### config.mk
export PLATFORM = sky130hd
export DESIGN_NAME = cafr_top
export DESIGN_NICKNAME = d
export VERILOG_FILES = /design/src/hw/cafr_pkg.sv /design/src/hw/cafr_slot_if.sv /design/src/hw/cafr_slot.sv /design/src/hw/cafr_top.sv
export SDC_FILE = /design/constraint.sdc
export NUM_CORES = 1
export LEC_CHECK = 0
export ABC_CLOCK_PERIOD_IN_PS = 2700
export BUFFER_PORTS_ARGS = -buffer_cell sky130_fd_sc_hd__buf_2
export CAP_MARGIN = 20
export CORE_AREA = 5 5 114 116
export CTS_CLUSTER_DIAMETER = 30
export DETAILED_ROUTE_END_ITERATION = 8
export DIE_AREA = 0 0 119 121
export PLACE_DENSITY = 0.79
export SLEW_MARGIN = 20
export SYNTH_ARGS = -nofsm -noshare
export SYNTH_HDL_FRONTEND = slang
export SYNTH_SLANG_ARGS = --single-unit
### constraint.sdc
create_clock -name I_CLOCK -period 2.7 [get_ports I_CLOCK]
set_clock_uncertainty 0.1 [all_clocks]
set_input_delay 0 -clock I_CLOCK [delete_from_list [all_inputs] [get_ports I_CLOCK]]
set_output_delay 0 -clock I_CLOCK [all_outputs]
set_load 0.02 [all_outputs]
### src/hw/cafr_pkg.sv
// Package: register map, field layout and reset values of the filter routing bank
package cafr_pkg;
	localparam int          ADDR_W        = 4;
	localparam int          DATA_W        = 32;
	localparam int          NUM_FILT      = 8;
	localparam int          FIRST_FILT    = 16;
	localparam int          MSEL_W        = 2;
	localparam int          FSEL_W        = 5;
	localparam int          SLOT_W        = 8;
	localparam int          SLOTS_PER_REG = 4;
	// Byte address of each control word
	localparam logic [3:0]  OFS_CTRL_FOUR = 4'h0;
	localparam logic [3:0]  OFS_CTRL_FIVE = 4'h4;
	// Field positions inside one byte slot
	localparam int          POS_ON        = 7;
	localparam int          POS_MSEL      = 5;
	localparam int          POS_FSEL      = 0;
	localparam logic [7:0]  SLOT_RST      = 8'h00;
	localparam logic [31:0] RD_UNMAPPED   = 32'h00000000;
endpackage : cafr_pkg

### src/hw/cafr_slot_if.sv
// Interface: per-filter configuration carried from the register slots to the routing outputs
`timescale 1ns/1ns
`default_nettype none
interface cafr_slot_if;
	import cafr_pkg::*;
	logic [NUM_FILT-1:0]        on;
	logic [NUM_FILT*MSEL_W-1:0] msel;
	logic [NUM_FILT*FSEL_W-1:0] fsel;
	modport src (output on, output msel, output fsel);
	modport dst (input on, input msel, input fsel);
endinterface : cafr_slot_if
`default_nettype wire

### src/hw/cafr_slot.sv
// One filter's control byte: enable, mask select and FIFO destination with write lock
`timescale 1ns/1ns
`default_nettype none
module cafr_slot
	import cafr_pkg::*;
(
	input  wire logic                    i_clk,
	input  wire logic                    i_rst,
	input  wire logic                    i_wr,
	input  wire logic [SLOT_W-1:0]       i_wdata,
	output logic                         o_on,
	output logic [MSEL_W-1:0]            o_msel,
	output logic [FSEL_W-1:0]            o_fsel
);
	logic                 on_ff;
	logic [MSEL_W-1:0]    msel_ff;
	logic [FSEL_W-1:0]    fsel_ff;

	// Enable bit is always writable so software can switch the filter off
	always_ff @(posedge i_clk) begin
		if (i_rst) begin
			on_ff <= SLOT_RST[POS_ON];
		end else if (i_wr) begin
			on_ff <= i_wdata[POS_ON];
		end
	end

	// Routing fields move only while the stored enable is low, so a live filter never sees them change
	always_ff @(posedge i_clk) begin
		if (i_rst) begin
			msel_ff <= SLOT_RST[POS_MSEL +: MSEL_W];
			fsel_ff <= SLOT_RST[POS_FSEL +: FSEL_W];
		end else if (i_wr && !on_ff) begin
			msel_ff <= i_wdata[POS_MSEL +: MSEL_W];
			fsel_ff <= i_wdata[POS_FSEL +: FSEL_W];
		end
	end

	assign o_on   = on_ff;
	assign o_msel = msel_ff;
	assign o_fsel = fsel_ff;
endmodule : cafr_slot
`default_nettype wire

### src/hw/cafr_top.sv
// Top: register port and routing outputs of the eight acceptance filters 16 to 23
//
// Implementation choices: strobed register access and the placing of the registers.
`timescale 1ns/1ns
`default_nettype none
module cafr_top
	import cafr_pkg::*;
(
	input  wire logic                          I_CLOCK,
	input  wire logic                          I_SYS_RST,
	input  wire logic [cafr_pkg::ADDR_W-1:0]   I_ADDR,
	input  wire logic [cafr_pkg::DATA_W-1:0]   I_WDATA,
	input  wire logic                          I_WR,
	input  wire logic                          I_RD,
	input  wire logic [cafr_pkg::NUM_FILT-1:0] I_HIT,
	output logic      [cafr_pkg::DATA_W-1:0]   O_RDATA,
	output logic      [cafr_pkg::NUM_FILT-1:0] O_FILT_ON,
	output logic      [cafr_pkg::NUM_FILT*cafr_pkg::MSEL_W-1:0] O_MASK_PICK,
	output logic      [cafr_pkg::NUM_FILT*cafr_pkg::FSEL_W-1:0] O_FIFO_DEST,
	output logic                               O_ROUTE_VALID,
	output logic      [cafr_pkg::FSEL_W-1:0]   O_ROUTE_FIFO
);
	import cafr_pkg::*;

	cafr_slot_if          cfg ();
	logic                 sel_four;
	logic                 sel_five;
	logic [DATA_W-1:0]    word_four;
	logic [DATA_W-1:0]    word_five;
	logic [DATA_W-1:0]    rdata_ff;
	logic [DATA_W-1:0]    nxt_rdata;
	logic [NUM_FILT-1:0]              on_ff;
	logic [NUM_FILT*MSEL_W-1:0]       msel_ff;
	logic [NUM_FILT*FSEL_W-1:0]       fsel_ff;
	logic                 route_valid_ff;
	logic [FSEL_W-1:0]    route_fifo_ff;
	logic                 nxt_route_valid;
	logic [FSEL_W-1:0]    nxt_route_fifo;

	// Address decode; every other address reads zero and ignores writes
	assign sel_four = (I_ADDR == OFS_CTRL_FOUR);
	assign sel_five = (I_ADDR == OFS_CTRL_FIVE);

	// Slot k sits in word four for filters 16-19, word five for 20-23, byte k mod 4
	for (genvar k = 0; k < NUM_FILT; k++) begin : g_slot
		localparam int LANE = k % SLOTS_PER_REG;
		logic          wr_slot;
		logic [SLOT_W-1:0] wbyte;
		logic [SLOT_W-1:0] rbyte;
		assign wr_slot = I_WR && ((k < SLOTS_PER_REG) ? sel_four : sel_five);
		assign wbyte   = I_WDATA[LANE*SLOT_W +: SLOT_W];
		cafr_slot u_slot (
			.i_clk   (I_CLOCK),
			.i_rst   (I_SYS_RST),
			.i_wr    (wr_slot),
			.i_wdata (wbyte),
			.o_on    (cfg.on[k]),
			.o_msel  (cfg.msel[k*MSEL_W +: MSEL_W]),
			.o_fsel  (cfg.fsel[k*FSEL_W +: FSEL_W])
		);
		assign rbyte = {cfg.on[k], cfg.msel[k*MSEL_W +: MSEL_W], cfg.fsel[k*FSEL_W +: FSEL_W]};
		if (k < SLOTS_PER_REG) begin : g_four
			assign word_four[LANE*SLOT_W +: SLOT_W] = rbyte;
		end else begin : g_five
			assign word_five[LANE*SLOT_W +: SLOT_W] = rbyte;
		end
	end

	// Read mux; data stand only in the cycle after the strobe
	always_comb begin
		nxt_rdata = RD_UNMAPPED;
		if (I_RD && sel_four) begin
			nxt_rdata = word_four;
		end else if (I_RD && sel_five) begin
			nxt_rdata = word_five;
		end
	end

	always_ff @(posedge I_CLOCK) begin
		if (I_SYS_RST) begin
			rdata_ff <= RD_UNMAPPED;
		end else begin
			rdata_ff <= nxt_rdata;
		end
	end

	// Registered copies of the configuration, so every output leaves a flip-flop
	always_ff @(posedge I_CLOCK) begin
		if (I_SYS_RST) begin
			on_ff   <= '0;
			msel_ff <= '0;
			fsel_ff <= '0;
		end else begin
			on_ff   <= cfg.on;
			msel_ff <= cfg.msel;
			fsel_ff <= cfg.fsel;
		end
	end

	// Routing: lowest-numbered enabled filter that reports a hit wins; hits of disabled filters are dropped
	always_comb begin
		nxt_route_valid = 1'b0;
		nxt_route_fifo  = '0;
		for (int j = NUM_FILT - 1; j >= 0; j--) begin
			if (I_HIT[j] && cfg.on[j]) begin
				nxt_route_valid = 1'b1;
				nxt_route_fifo  = cfg.fsel[j*FSEL_W +: FSEL_W];
			end
		end
	end

	always_ff @(posedge I_CLOCK) begin
		if (I_SYS_RST) begin
			route_valid_ff <= 1'b0;
			route_fifo_ff  <= '0;
		end else begin
			route_valid_ff <= nxt_route_valid;
			route_fifo_ff  <= nxt_route_fifo;
		end
	end

	assign O_RDATA       = rdata_ff;
	assign O_FILT_ON     = on_ff;
	assign O_MASK_PICK   = msel_ff;
	assign O_FIFO_DEST   = fsel_ff;
	assign O_ROUTE_VALID = route_valid_ff;
	assign O_ROUTE_FIFO  = route_fifo_ff;
endmodule : cafr_top
`default_nettype wire

==> out/metrics.csv, run 1 <==
metric;value;unit
area share of the largest cell type after synthesis;57.4;%
die area;14400;um^2
Slew Limit Headroom;55.8;%
slowest cell on the critical path;sky130_fd_sc_hd__dlygate4sd3_1;
wire length of the first global-routing pass;25200;um
Total Power Consumption;5.20;mW
Data required, critical path;2910;ps
post-route design area;7760;um^2
height of the die;121;um
share of synthesized flip-flops with an asynchronous set or reset;0;%
class of the tightest hold or removal check;in -> reg;
Post-DRT Antenna Nets;0;
I/O Buffers;149;
number of placement rows;40;
#FFs+latches synth;166;
Crit Path Category;reg -> reg;
Core Footprint;11800;um^2
starting utilization of the core area;49.0;%
wire per inst;17.5;um
static leakage;3.58;nW
post-synthesis instance area;5790;um^2
clock root buffer;sky130_fd_sc_hd__clkbuf_16;
Antenna diodes;0;
DRT iter0 DRCs;298;
final-report setup violation count;0;
clk sink count;166;
Overflow after GRT;0;
library cells used by synthesis;36;
number of buffers created by CTS;17;
proportion of layout cells with a drive suffix above 1;26.1;%
CP Capture Type;register;
overall track demand over capacity in global routing;22.2;%
number of global-route vias before repair;4894;
Most used DFF post-synth;sky130_fd_sc_hd__dfxtp_1;
crit path max fanout;11;
Pins Over Slew Limit;0;
Setup TNS Final;0;ps
footprint of the multi-input gates;2330;um^2
dominant cell type by area after synthesis;sky130_fd_sc_hd__dfxtp_1;
buffer depth of the longest clock path;2;
Initial DRT Pass Iterations;5;
result of the run;completed;
die width;119;um
Post-synth EDFFs;0;
standard cell area after detailed placement;6620;um^2
Reg2Reg Setup Slack;210;ps
Critical Path, Cell by Cell;nand2_1 -> nand3_1 -> a2111oi_0 -> dlygate4sd3_1 -> a21oi_1 -> dlygate4sd3_1;
slew at the pin closest to its max-slew limit;662;ps
Clock Latency Late Sink;430;ps
net count after synthesis;602;
final critical delay including setup and external delays;2490;ps
hold violation count in the final report;0;
post-layout instance count excluding filler cells;905;
post-synthesis average cell area;10.5;um^2
Routability Congestion;0.895;
Area growth syn-to-layout;33.9;%
CTS tree;yes;
final routed DRC violation total;0;
clock slew seen by the registers of the worst setup and hold paths;60;ps
Pwr per Cell Area;671;nW/um^2
depth of the CTS H-tree;4;
half-perimeter wire length after detailed placement;10700;um
number of maximum-capacitance violations;0;
sequential cell area;3320;um^2
Max Fclk;0.402;GHz
setup repair after global routing missed its margin;no;
largest voltage drop on the vdd net;0.000329;V
total wirelength of the detailed-routed design;15800;um
number of instances in the synthesized netlist;554;
Yosys warning total;0;
number of placed instances, taps included;821;
cell repeated most along the worst path;sky130_fd_sc_hd__dlygate4sd3_1;
largest cells by area after synthesis;sky130_fd_sc_hd__dfxtp_1, sky130_fd_sc_hd__mux2i_1, sky130_fd_sc_hd__nor2b_1, sky130_fd_sc_hd__nor2_1, sky130_fd_sc_hd__clkbuf_1;
startpoint kind of the worst setup timing path;register;
fillcell total;903;
maximum number of pins on one net before global-route repair;64;
via/cell ratio;5.20;
proportion of synthesized chip area in sequential cells;57.4;%
maximum single-stage delay on the critical path;610;ps
I/O pin count;150;
final layout net count;793;
share of the clock period used by the worst path;92.1;%
data arrival time at the worst-slack endpoint;2700;ps
initial antenna violation count;2;
vias;4707;
==> per-layer routing <==
| metal | wire length [um] | GRT usage [%] | share of wire [%] | vias to the layer above |
|---|---|---|---|---|
| met3 | 1190 | 7.41 | 7.5 | 28 |
| li1 | - | - | - | 2256 |
| met5 | 21 | 0 | 0.13 | - |
| met4 | 295 | 8.33 | 1.9 | 4 |
| met2 | 7880 | 37.8 | 50 | 186 |
| met1 | 6430 | 25.9 | 41 | 2233 |
==> kinds of logic after synthesis <==
kind of cell    Yosys count  synth area share (%)
buf+inv                  35                  2.51
simple gates            220                  19.7
compound gates           45                  5.16
mux                      88                  15.2
flops                   166                  57.4
==> registers in the layout, summed over array words and instances (netlist names) <==
register              flops
O_ROUTE_FIFO              5
O_ROUTE_VALID             1
O_FIFO_DEST              40
O_MASK_PICK              16
g_slot.u_slot.o_on        8
g_slot.u_slot.o_msel     16
O_FILT_ON                 8
O_RDATA                  32
g_slot.u_slot.o_fsel     40
==> worst max-delay path: cells and delay by family (launching register included) <==
family                 cells  cell delay (ps)
AO/OA/AOI/OAI              2              350
buffers and inverters      2             1200
flip-flops                 1              440
AND/OR/NAND/NOR            2              290
==> cells in the final DEF, fill, tap and decap left out, types with 4 or more instances in the layout <==
| master | instances |
|---|---|
| sky130_fd_sc_hd__and2_1 | 4 |
| sky130_fd_sc_hd__nand3_1 | 9 |
| sky130_fd_sc_hd__clkbuf_16 | 17 |
| sky130_fd_sc_hd__mux2i_1 | 88 |
| sky130_fd_sc_hd__o22ai_1 | 4 |
| sky130_fd_sc_hd__buf_2 | 148 |
| sky130_fd_sc_hd__a211oi_1 | 5 |
| sky130_fd_sc_hd__dlygate4sd3_1 | 50 |
| sky130_fd_sc_hd__nor3_4 | 4 |
| sky130_fd_sc_hd__a21oi_1 | 9 |
| sky130_fd_sc_hd__nor3_1 | 4 |
| sky130_fd_sc_hd__buf_4 | 9 |
| sky130_fd_sc_hd__o21ai_0 | 10 |
| sky130_fd_sc_hd__dfxtp_1 | 165 |
| sky130_fd_sc_hd__and3_1 | 9 |
| sky130_fd_sc_hd__nand2_1 | 19 |
| sky130_fd_sc_hd__nor2b_1 | 64 |
| sky130_fd_sc_hd__nor2_1 | 92 |
| sky130_fd_sc_hd__nand3b_1 | 4 |
==> path summary, 6_finish.rpt <==
check,from,end,depth (start not counted)
min reg2reg,g_slot[5].u_slot.o_msel[0],O_MASK_PICK[10],1
max,g_slot[3].u_slot.o_on,O_ROUTE_VALID,6
min,I_RD,O_RDATA[1],4
max reg2reg,g_slot[3].u_slot.o_on,O_ROUTE_VALID,6
==> metrics by stage <==
step           setup WS, ps  utilization [%]  hold WS (ps)
2_1_floorplan          1130                -          36.0
3_3_place_gp            741             56.1           146
3_5_place_dp            664             56.1           156
4_1_cts                75.3             65.5          2.18
5_1_grt                50.6             65.7          42.7
6_report                212             65.7          8.54
==> power breakdown <==
| group | total [mW] | leakage, nW | internal, mW | switching, mW |
|---|---|---|---|---|
| registers | 2.49 | 1.34 | 2.47 | 0.0189 |
| logic | 0.250 | 1.96 | 0.115 | 0.135 |
| clock network | 2.46 | 0.290 | 1.50 | 0.959 |
==> cell type report <==
class                           instances  area share, %
Clock buffer                           21           5.94
Timing Repair Buffer                  207           16.9
Sequential cell                       166           42.9
Tap cell                              147           2.37
Multi-Input combinational cell        353           30.0
Clock inverter                         11           1.92
==> timing repair <==
action,in CTS,in global routing
setup endpoints to repair,0,4
gates resized for setup,0,3
hold buffers,50,0
endpoints found under the hold margin,83,0
setup buffers,0,2
==> cells in the mapped netlist, types with 5 or more instances <==
cell type / number
sky130_fd_sc_hd__o21ai_0: 10
sky130_fd_sc_hd__nor2b_1: 64
sky130_fd_sc_hd__dfxtp_1: 166
sky130_fd_sc_hd__nor2_1: 92
sky130_fd_sc_hd__nand2_1: 20
sky130_fd_sc_hd__mux2i_1: 88
sky130_fd_sc_hd__buf_2: 5
sky130_fd_sc_hd__clkbuf_1: 25
sky130_fd_sc_hd__a21oi_1: 9
sky130_fd_sc_hd__and3_1: 9
sky130_fd_sc_hd__a211oi_1: 5
sky130_fd_sc_hd__nand3_1: 9
Power figures use the tool's default switching activity.
==> run 2, diff against run 1 <==
--- a/config.mk
+++ b/config.mk
@@ -12,7 +12,7 @@
 export CTS_CLUSTER_DIAMETER = 30
 export DETAILED_ROUTE_END_ITERATION = 8
 export DIE_AREA = 0 0 119 121
-export PLACE_DENSITY = 0.79
+export PLACE_DENSITY = 0.78
 export SLEW_MARGIN = 20
 export SYNTH_ARGS = -nofsm -noshare
 export SYNTH_HDL_FRONTEND = slang
==> out/metrics.csv, run 2 (synthesized netlist as in run 1, its figures left out) <==
metric;value;unit
number of global-route vias before repair;4827;
crit path max fanout;7;
startpoint kind of the worst setup timing path;primary input;
CTS tree;yes;
top layer used by detailed routing;met4;
data arrival time at the worst-slack endpoint;2450;ps
start point of the critical path;I_ADDR[3];
static leakage;3.53;nW
slew at the pin closest to its max-slew limit;654;ps
class of the tightest hold or removal check;in -> reg;
buffer depth of the longest clock path;2;
number of placement rows;40;
Crit Path Category;in -> reg;
cells resized by post-CTS repair;0;
smallest setup slack after layout;455;ps
die area;14400;um^2
Max Fclk;0.445;GHz
share of the clock period used by the worst path;83.2;%
final-report setup violation count;0;
Reg-to-Reg End;O_ROUTE_FIFO[0];
Setup TNS Final;0;ps
height of the die;121;um
endpoint of the worst setup timing path;g_slot[7].u_slot.o_fsel[4];
Pins Over Slew Limit;0;
Pwr per Cell Area;668;nW/um^2
Setup WS pre-CTS;725;ps
Routed met3 length;985;um
Post-CTS Setup Inserts;0;
Area growth syn-to-layout;32.3;%
DRT iter0 DRCs;339;
setup repair after global routing missed its margin;no;
clk sink count;166;
vias;4704;
initial antenna violation count;2;
Post-DRT Antenna Nets;0;
Clock Latency Late Sink;420;ps
die width;119;um
maximum number of pins on one net before global-route repair;75;
proportion of layout cells with a drive suffix above 1;25.8;%
commonest non-fill, non-tap cell in the layout;sky130_fd_sc_hd__dfxtp_1;
I/O pin count;150;
CTS hold repair buffers;44;
number of maximum-capacitance violations;0;
starting utilization of the core area;49.0;%
metal2 WL;7550;um
Slew Limit Headroom;56.4;%
Data required, critical path;2900;ps
clock slew seen by the registers of the worst setup and hold paths;60;ps
startpoint of the worst-slack reg-to-reg timing path;g_slot[2].u_slot.o_on;
Overflow after GRT;0;
result of the run;completed;
final critical delay including setup and external delays;2250;ps
Initial DRT Pass Iterations;5;
wire per inst;17.0;um
largest voltage drop on the vdd net;0.000415;V
wire length the detailed router placed on met1;6480;um
Worst Reg2Reg Path Length in Cells;5;
Core Footprint;11800;um^2
wire length of the first global-routing pass;24700;um
depth of the CTS H-tree;4;
post-route core utilization;64.9;%
number of buffers created by CTS;17;
final routed DRC violation total;0;
overall track demand over capacity in global routing;21.5;%
hold violation count in the final report;0;
Routability Congestion;1.00;
total wirelength of the detailed-routed design;15300;um
final layout net count;784;
clock root buffer;sky130_fd_sc_hd__clkbuf_16;
CP Capture Type;register;
most frequent cells in the layout;sky130_fd_sc_hd__dfxtp_1, sky130_fd_sc_hd__buf_2, sky130_fd_sc_hd__nor2_1;
via/cell ratio;5.24;
I/O Buffers;149;
half-perimeter wire length after detailed placement;10400;um
Reg2Reg Setup Slack;520;ps
==> run 2: cell types whose count changed in the layout (fill, tap and decap cells not counted), moves of 2 or more <==
| cell | change |
|---|---|
| sky130_fd_sc_hd__diode_2 | +2 |
| sky130_fd_sc_hd__inv_6 | +3 |
| sky130_fd_sc_hd__dlygate4sd3_1 | -6 |
| sky130_fd_sc_hd__buf_4 | -4 |
==> run 2: worst min-delay path by stage <==
stage	startpoint	to	slack, ps	depth (start not counted)
after floorplan	I_WDATA[7]	g_slot[0].u_slot.o_on	40	2
after global placement	I_WDATA[11]	g_slot[5].u_slot.o_fsel[3]	140	3
after detailed placement	I_WDATA[20]	g_slot[6].u_slot.o_fsel[4]	150	3
after CTS	I_HIT[3]	O_ROUTE_FIFO[1]	8	4
after global routing	I_HIT[3]	O_ROUTE_FIFO[1]	20	4
final	I_HIT[3]	O_ROUTE_FIFO[3]	30	4
==> run 2: cell type report <==
class / count / area, um^2
tap: 147 / 184
fill: 915 / 4150
multi-input combinational: 353 / 2320
clock buffer: 19 / 443
timing repair buffer: 198 / 1240
clock inverter: 13 / 146
antenna: 2 / 5.00
sequential: 166 / 3320
==> run 2: metrics by stage <==
step / total power, mW / cell area (um^2) / hold slack [ps] / cells
6_report: 5.12 / 7660 / 30.6 / 898
5_1_grt: 5.28 / 7660 / 16.0 / 898
4_1_cts: 5.15 / 7660 / 8.45 / 896
3_5_place_dp: 2.74 / 6630 / 153 / 820
3_3_place_gp: 2.73 / 6630 / 144 / 820
2_1_floorplan: 2.65 / 5790 / 36.0 / 554
==> run 2: layer usage <==
metal	track usage [%]	vias to the layer above
met3	5.87	25
met5	0	-
met2	36.2	203
met4	8.18	0
met1	26.4	2226
li1	-	2250
==> run 2: critical path, cell delays in order <==
cell	delay (ps)
sky130_fd_sc_hd__dlygate4sd3_1	530
sky130_fd_sc_hd__buf_2	140
sky130_fd_sc_hd__nor4b_2	280
sky130_fd_sc_hd__buf_4	200
sky130_fd_sc_hd__nand3b_1	380
sky130_fd_sc_hd__mux2i_1	290
sky130_fd_sc_hd__nor2_1	50
sky130_fd_sc_hd__dlygate4sd3_1	580
==> run 2: power by group <==
part | internal [mW] | switching [mW]
Clock | 1.40 | 0.991
Sequential | 2.47 | 0.0184
Combinational | 0.112 | 0.131
==> run 3, diff against run 2 <==
--- a/config.mk
+++ b/config.mk
@@ -5,14 +5,14 @@
 export SDC_FILE = /design/constraint.sdc
 export NUM_CORES = 1
 export LEC_CHECK = 0
-export ABC_CLOCK_PERIOD_IN_PS = 2700
+export ABC_CLOCK_PERIOD_IN_PS = 1900
 export BUFFER_PORTS_ARGS = -buffer_cell sky130_fd_sc_hd__buf_2
 export CAP_MARGIN = 20
-export CORE_AREA = 5 5 114 116
+export CORE_AREA = 5 5 118 120
 export CTS_CLUSTER_DIAMETER = 30
 export DETAILED_ROUTE_END_ITERATION = 8
-export DIE_AREA = 0 0 119 121
-export PLACE_DENSITY = 0.78
+export DIE_AREA = 0 0 123 125
+export PLACE_DENSITY = 0.76
 export SLEW_MARGIN = 20
 export SYNTH_ARGS = -nofsm -noshare
 export SYNTH_HDL_FRONTEND = slang
==> constraint.sdc (replaced) <==
create_clock -name I_CLOCK -period 1.9 [get_ports I_CLOCK]
set_clock_uncertainty 0.1 [all_clocks]
set_input_delay 0 -clock I_CLOCK [delete_from_list [all_inputs] [get_ports I_CLOCK]]
set_output_delay 0 -clock I_CLOCK [all_outputs]
set_load 0.02 [all_outputs]
==> out/metrics.csv, run 3 (synthesized netlist as in run 1, its figures left out) <==
metric;value;unit
result of the run;completed;
Reg2Reg Setup Slack;60;ps
Clock Latency Late Sink;430;ps
Slew Limit Headroom;66.3;%
clk sink count;166;
hold violation count in the final report;0;
die width;123;um
final-report setup violation count;0;
proportion of layout cells with a drive suffix above 1;27.0;%
startpoint kind of the worst setup timing path;register;
metal2 WL;7680;um
share of the clock period used by the worst path;97.0;%
via/cell ratio;4.99;
buffer depth of the longest clock path;2;
data arrival time at the worst-slack endpoint;2100;ps
startpoint of the worst-slack reg-to-reg timing path;g_slot[1].u_slot.o_on;
height of the die;125;um
top layer used by detailed routing;met4;
final critical delay including setup and external delays;1840;ps
number of placed instances, taps included;860;
clock root buffer;sky130_fd_sc_hd__clkbuf_16;
most frequent cells in the layout;sky130_fd_sc_hd__dfxtp_1, sky130_fd_sc_hd__buf_2, sky130_fd_sc_hd__nor2_1;
initial antenna violation count;2;
Post-DRT Antenna Nets;0;
Critical Path, Cell by Cell;nand2_1 -> o21ai_1 -> a31o_2 -> dlygate4sd3_1 -> a31oi_1;
Max Fclk;0.543;GHz
largest voltage drop on the vdd net;0.000612;V
Crit Path Category;reg -> reg;
static leakage;3.60;nW
final routed DRC violation total;0;
Post-Route Hold Slack;11.9;ps
maximum number of pins on one net before global-route repair;95;
slowest cell on the critical path;sky130_fd_sc_hd__dlygate4sd3_1;
Reg-to-Reg End;O_ROUTE_FIFO[1];
clock slew seen by the registers of the worst setup and hold paths;60;ps
launch instance of the worst min-delay path;I_RD;
class of the tightest hold or removal check;in -> reg;
Pins Over Slew Limit;0;
CTS tree;yes;
Worst Reg2Reg Path Length in Cells;5;
number of global-route vias before repair;4817;
Routed met3 length;1040;um
number of placement rows;42;
DRT iter0 DRCs;334;
Pwr per Cell Area;939;nW/um^2
final layout net count;799;
post-layout instance count excluding filler cells;942;
maximum single-stage delay on the critical path;550;ps
CP Capture Type;register;
vias;4700;
Area growth syn-to-layout;35.0;%
Overflow after GRT;0;
total wirelength of the detailed-routed design;16000;um
starting utilization of the core area;45.0;%
end point of the most critical hold path;O_RDATA[0];
die area;15400;um^2
depth of the CTS H-tree;4;
Routability Congestion;0.893;
hold path cells;4;
I/O Buffers;149;
Core Footprint;12900;um^2
number of maximum-capacitance violations;0;
half-perimeter wire length after detailed placement;11200;um
I/O pin count;150;
Setup TNS Final;0;ps
Initial DRT Pass Iterations;5;
overall track demand over capacity in global routing;21.3;%
slew at the pin closest to its max-slew limit;503;ps
Data required, critical path;2160;ps
commonest non-fill, non-tap cell in the layout;sky130_fd_sc_hd__dfxtp_1;
wire length of the first global-routing pass;25200;um
wire per inst;17.0;um
number of buffers created by CTS;17;
setup repair after global routing missed its margin;no;
crit path max fanout;11;
wire length the detailed router placed on met1;6830;um
## run 3: changes by cell type in the layout (fill, tap and decap cells not counted), sizes merged, moves of 2 or more
| cell | before | now |
|---|---|---|
| clkinv | 5 | 2 |
| inv | 4 | 0 |
| clkbuf | 19 | 24 |
| buf | 154 | 170 |
| dlygate4sd3 | 44 | 42 |
## run 3: area by class of cell
type	instances	area, um^2
fillers	1080	5060
flip-flops and latches	166	3320
multi-input cells	353	2320
repair buffers	213	1350
clock buffers	24	472
well taps	176	220
clock inverters	8	123
diodes	2	5.00
## run 3: routing by layer
metal	vias up	track usage, %
met2	190	34.7
met1	2202	26.8
met3	37	5.06
met4	0	9.19
li1	2271	-
met5	-	0
## run 3: timing repair
| action | in CTS | in global routing |
|---|---|---|
| gates resized for setup | 0 | 3 |
| endpoints found under the setup margin | 0 | 8 |
| hold endpoints to repair | 71 | 0 |
| buffers inserted | 0 | 5 |
| hold buffers | 43 | 0 |
## run 3: worst max path at each step
stage | start | endpoint | slack, ps
after floorplan | g_slot[2].u_slot.o_on | O_ROUTE_FIFO[1] | 330
after global placement | I_ADDR[3] | g_slot[1].u_slot.o_msel[1] | 150
after detailed placement | I_ADDR[3] | g_slot[3].u_slot.o_fsel[2] | 110
after CTS | g_slot[3].u_slot.o_on | O_ROUTE_FIFO[1] | 60
after global routing | g_slot[1].u_slot.o_on | O_ROUTE_FIFO[1] | 20
final | g_slot[1].u_slot.o_on | O_ROUTE_FIFO[1] | 60
## run 3: critical path, delay by kind of cell, from the launching register on
kind | cells | cell delay (ps)
DFF | 1 | 320
and+or+nand+nor | 1 | 290
AOI/OAI and AO/OA | 3 | 520
buffers and inverters | 1 | 550
## run 3: report_power, final
group	total (mW)	switching, mW	leakage [nW]	internal, mW
sequential	3.53	0.0236	1.34	3.51
combinational	0.369	0.197	1.98	0.172
clock	3.44	1.31	0.280	2.13
## run 3: metrics by stage
| step | utilization (%) | total power, mW | cell area [um^2] | setup slack (ps) |
|---|---|---|---|---|
| global route | 60.7 | 7.61 | 7820 | 23.6 |
| CTS | 60.4 | 7.39 | 7770 | 55.5 |
| finish | 60.7 | 7.34 | 7820 | 57.0 |
| detailed placement | 52.4 | 3.90 | 6750 | 110 |
| global placement | 52.4 | 3.90 | 6750 | 155 |
| floorplan | - | 3.77 | 5790 | 331 |
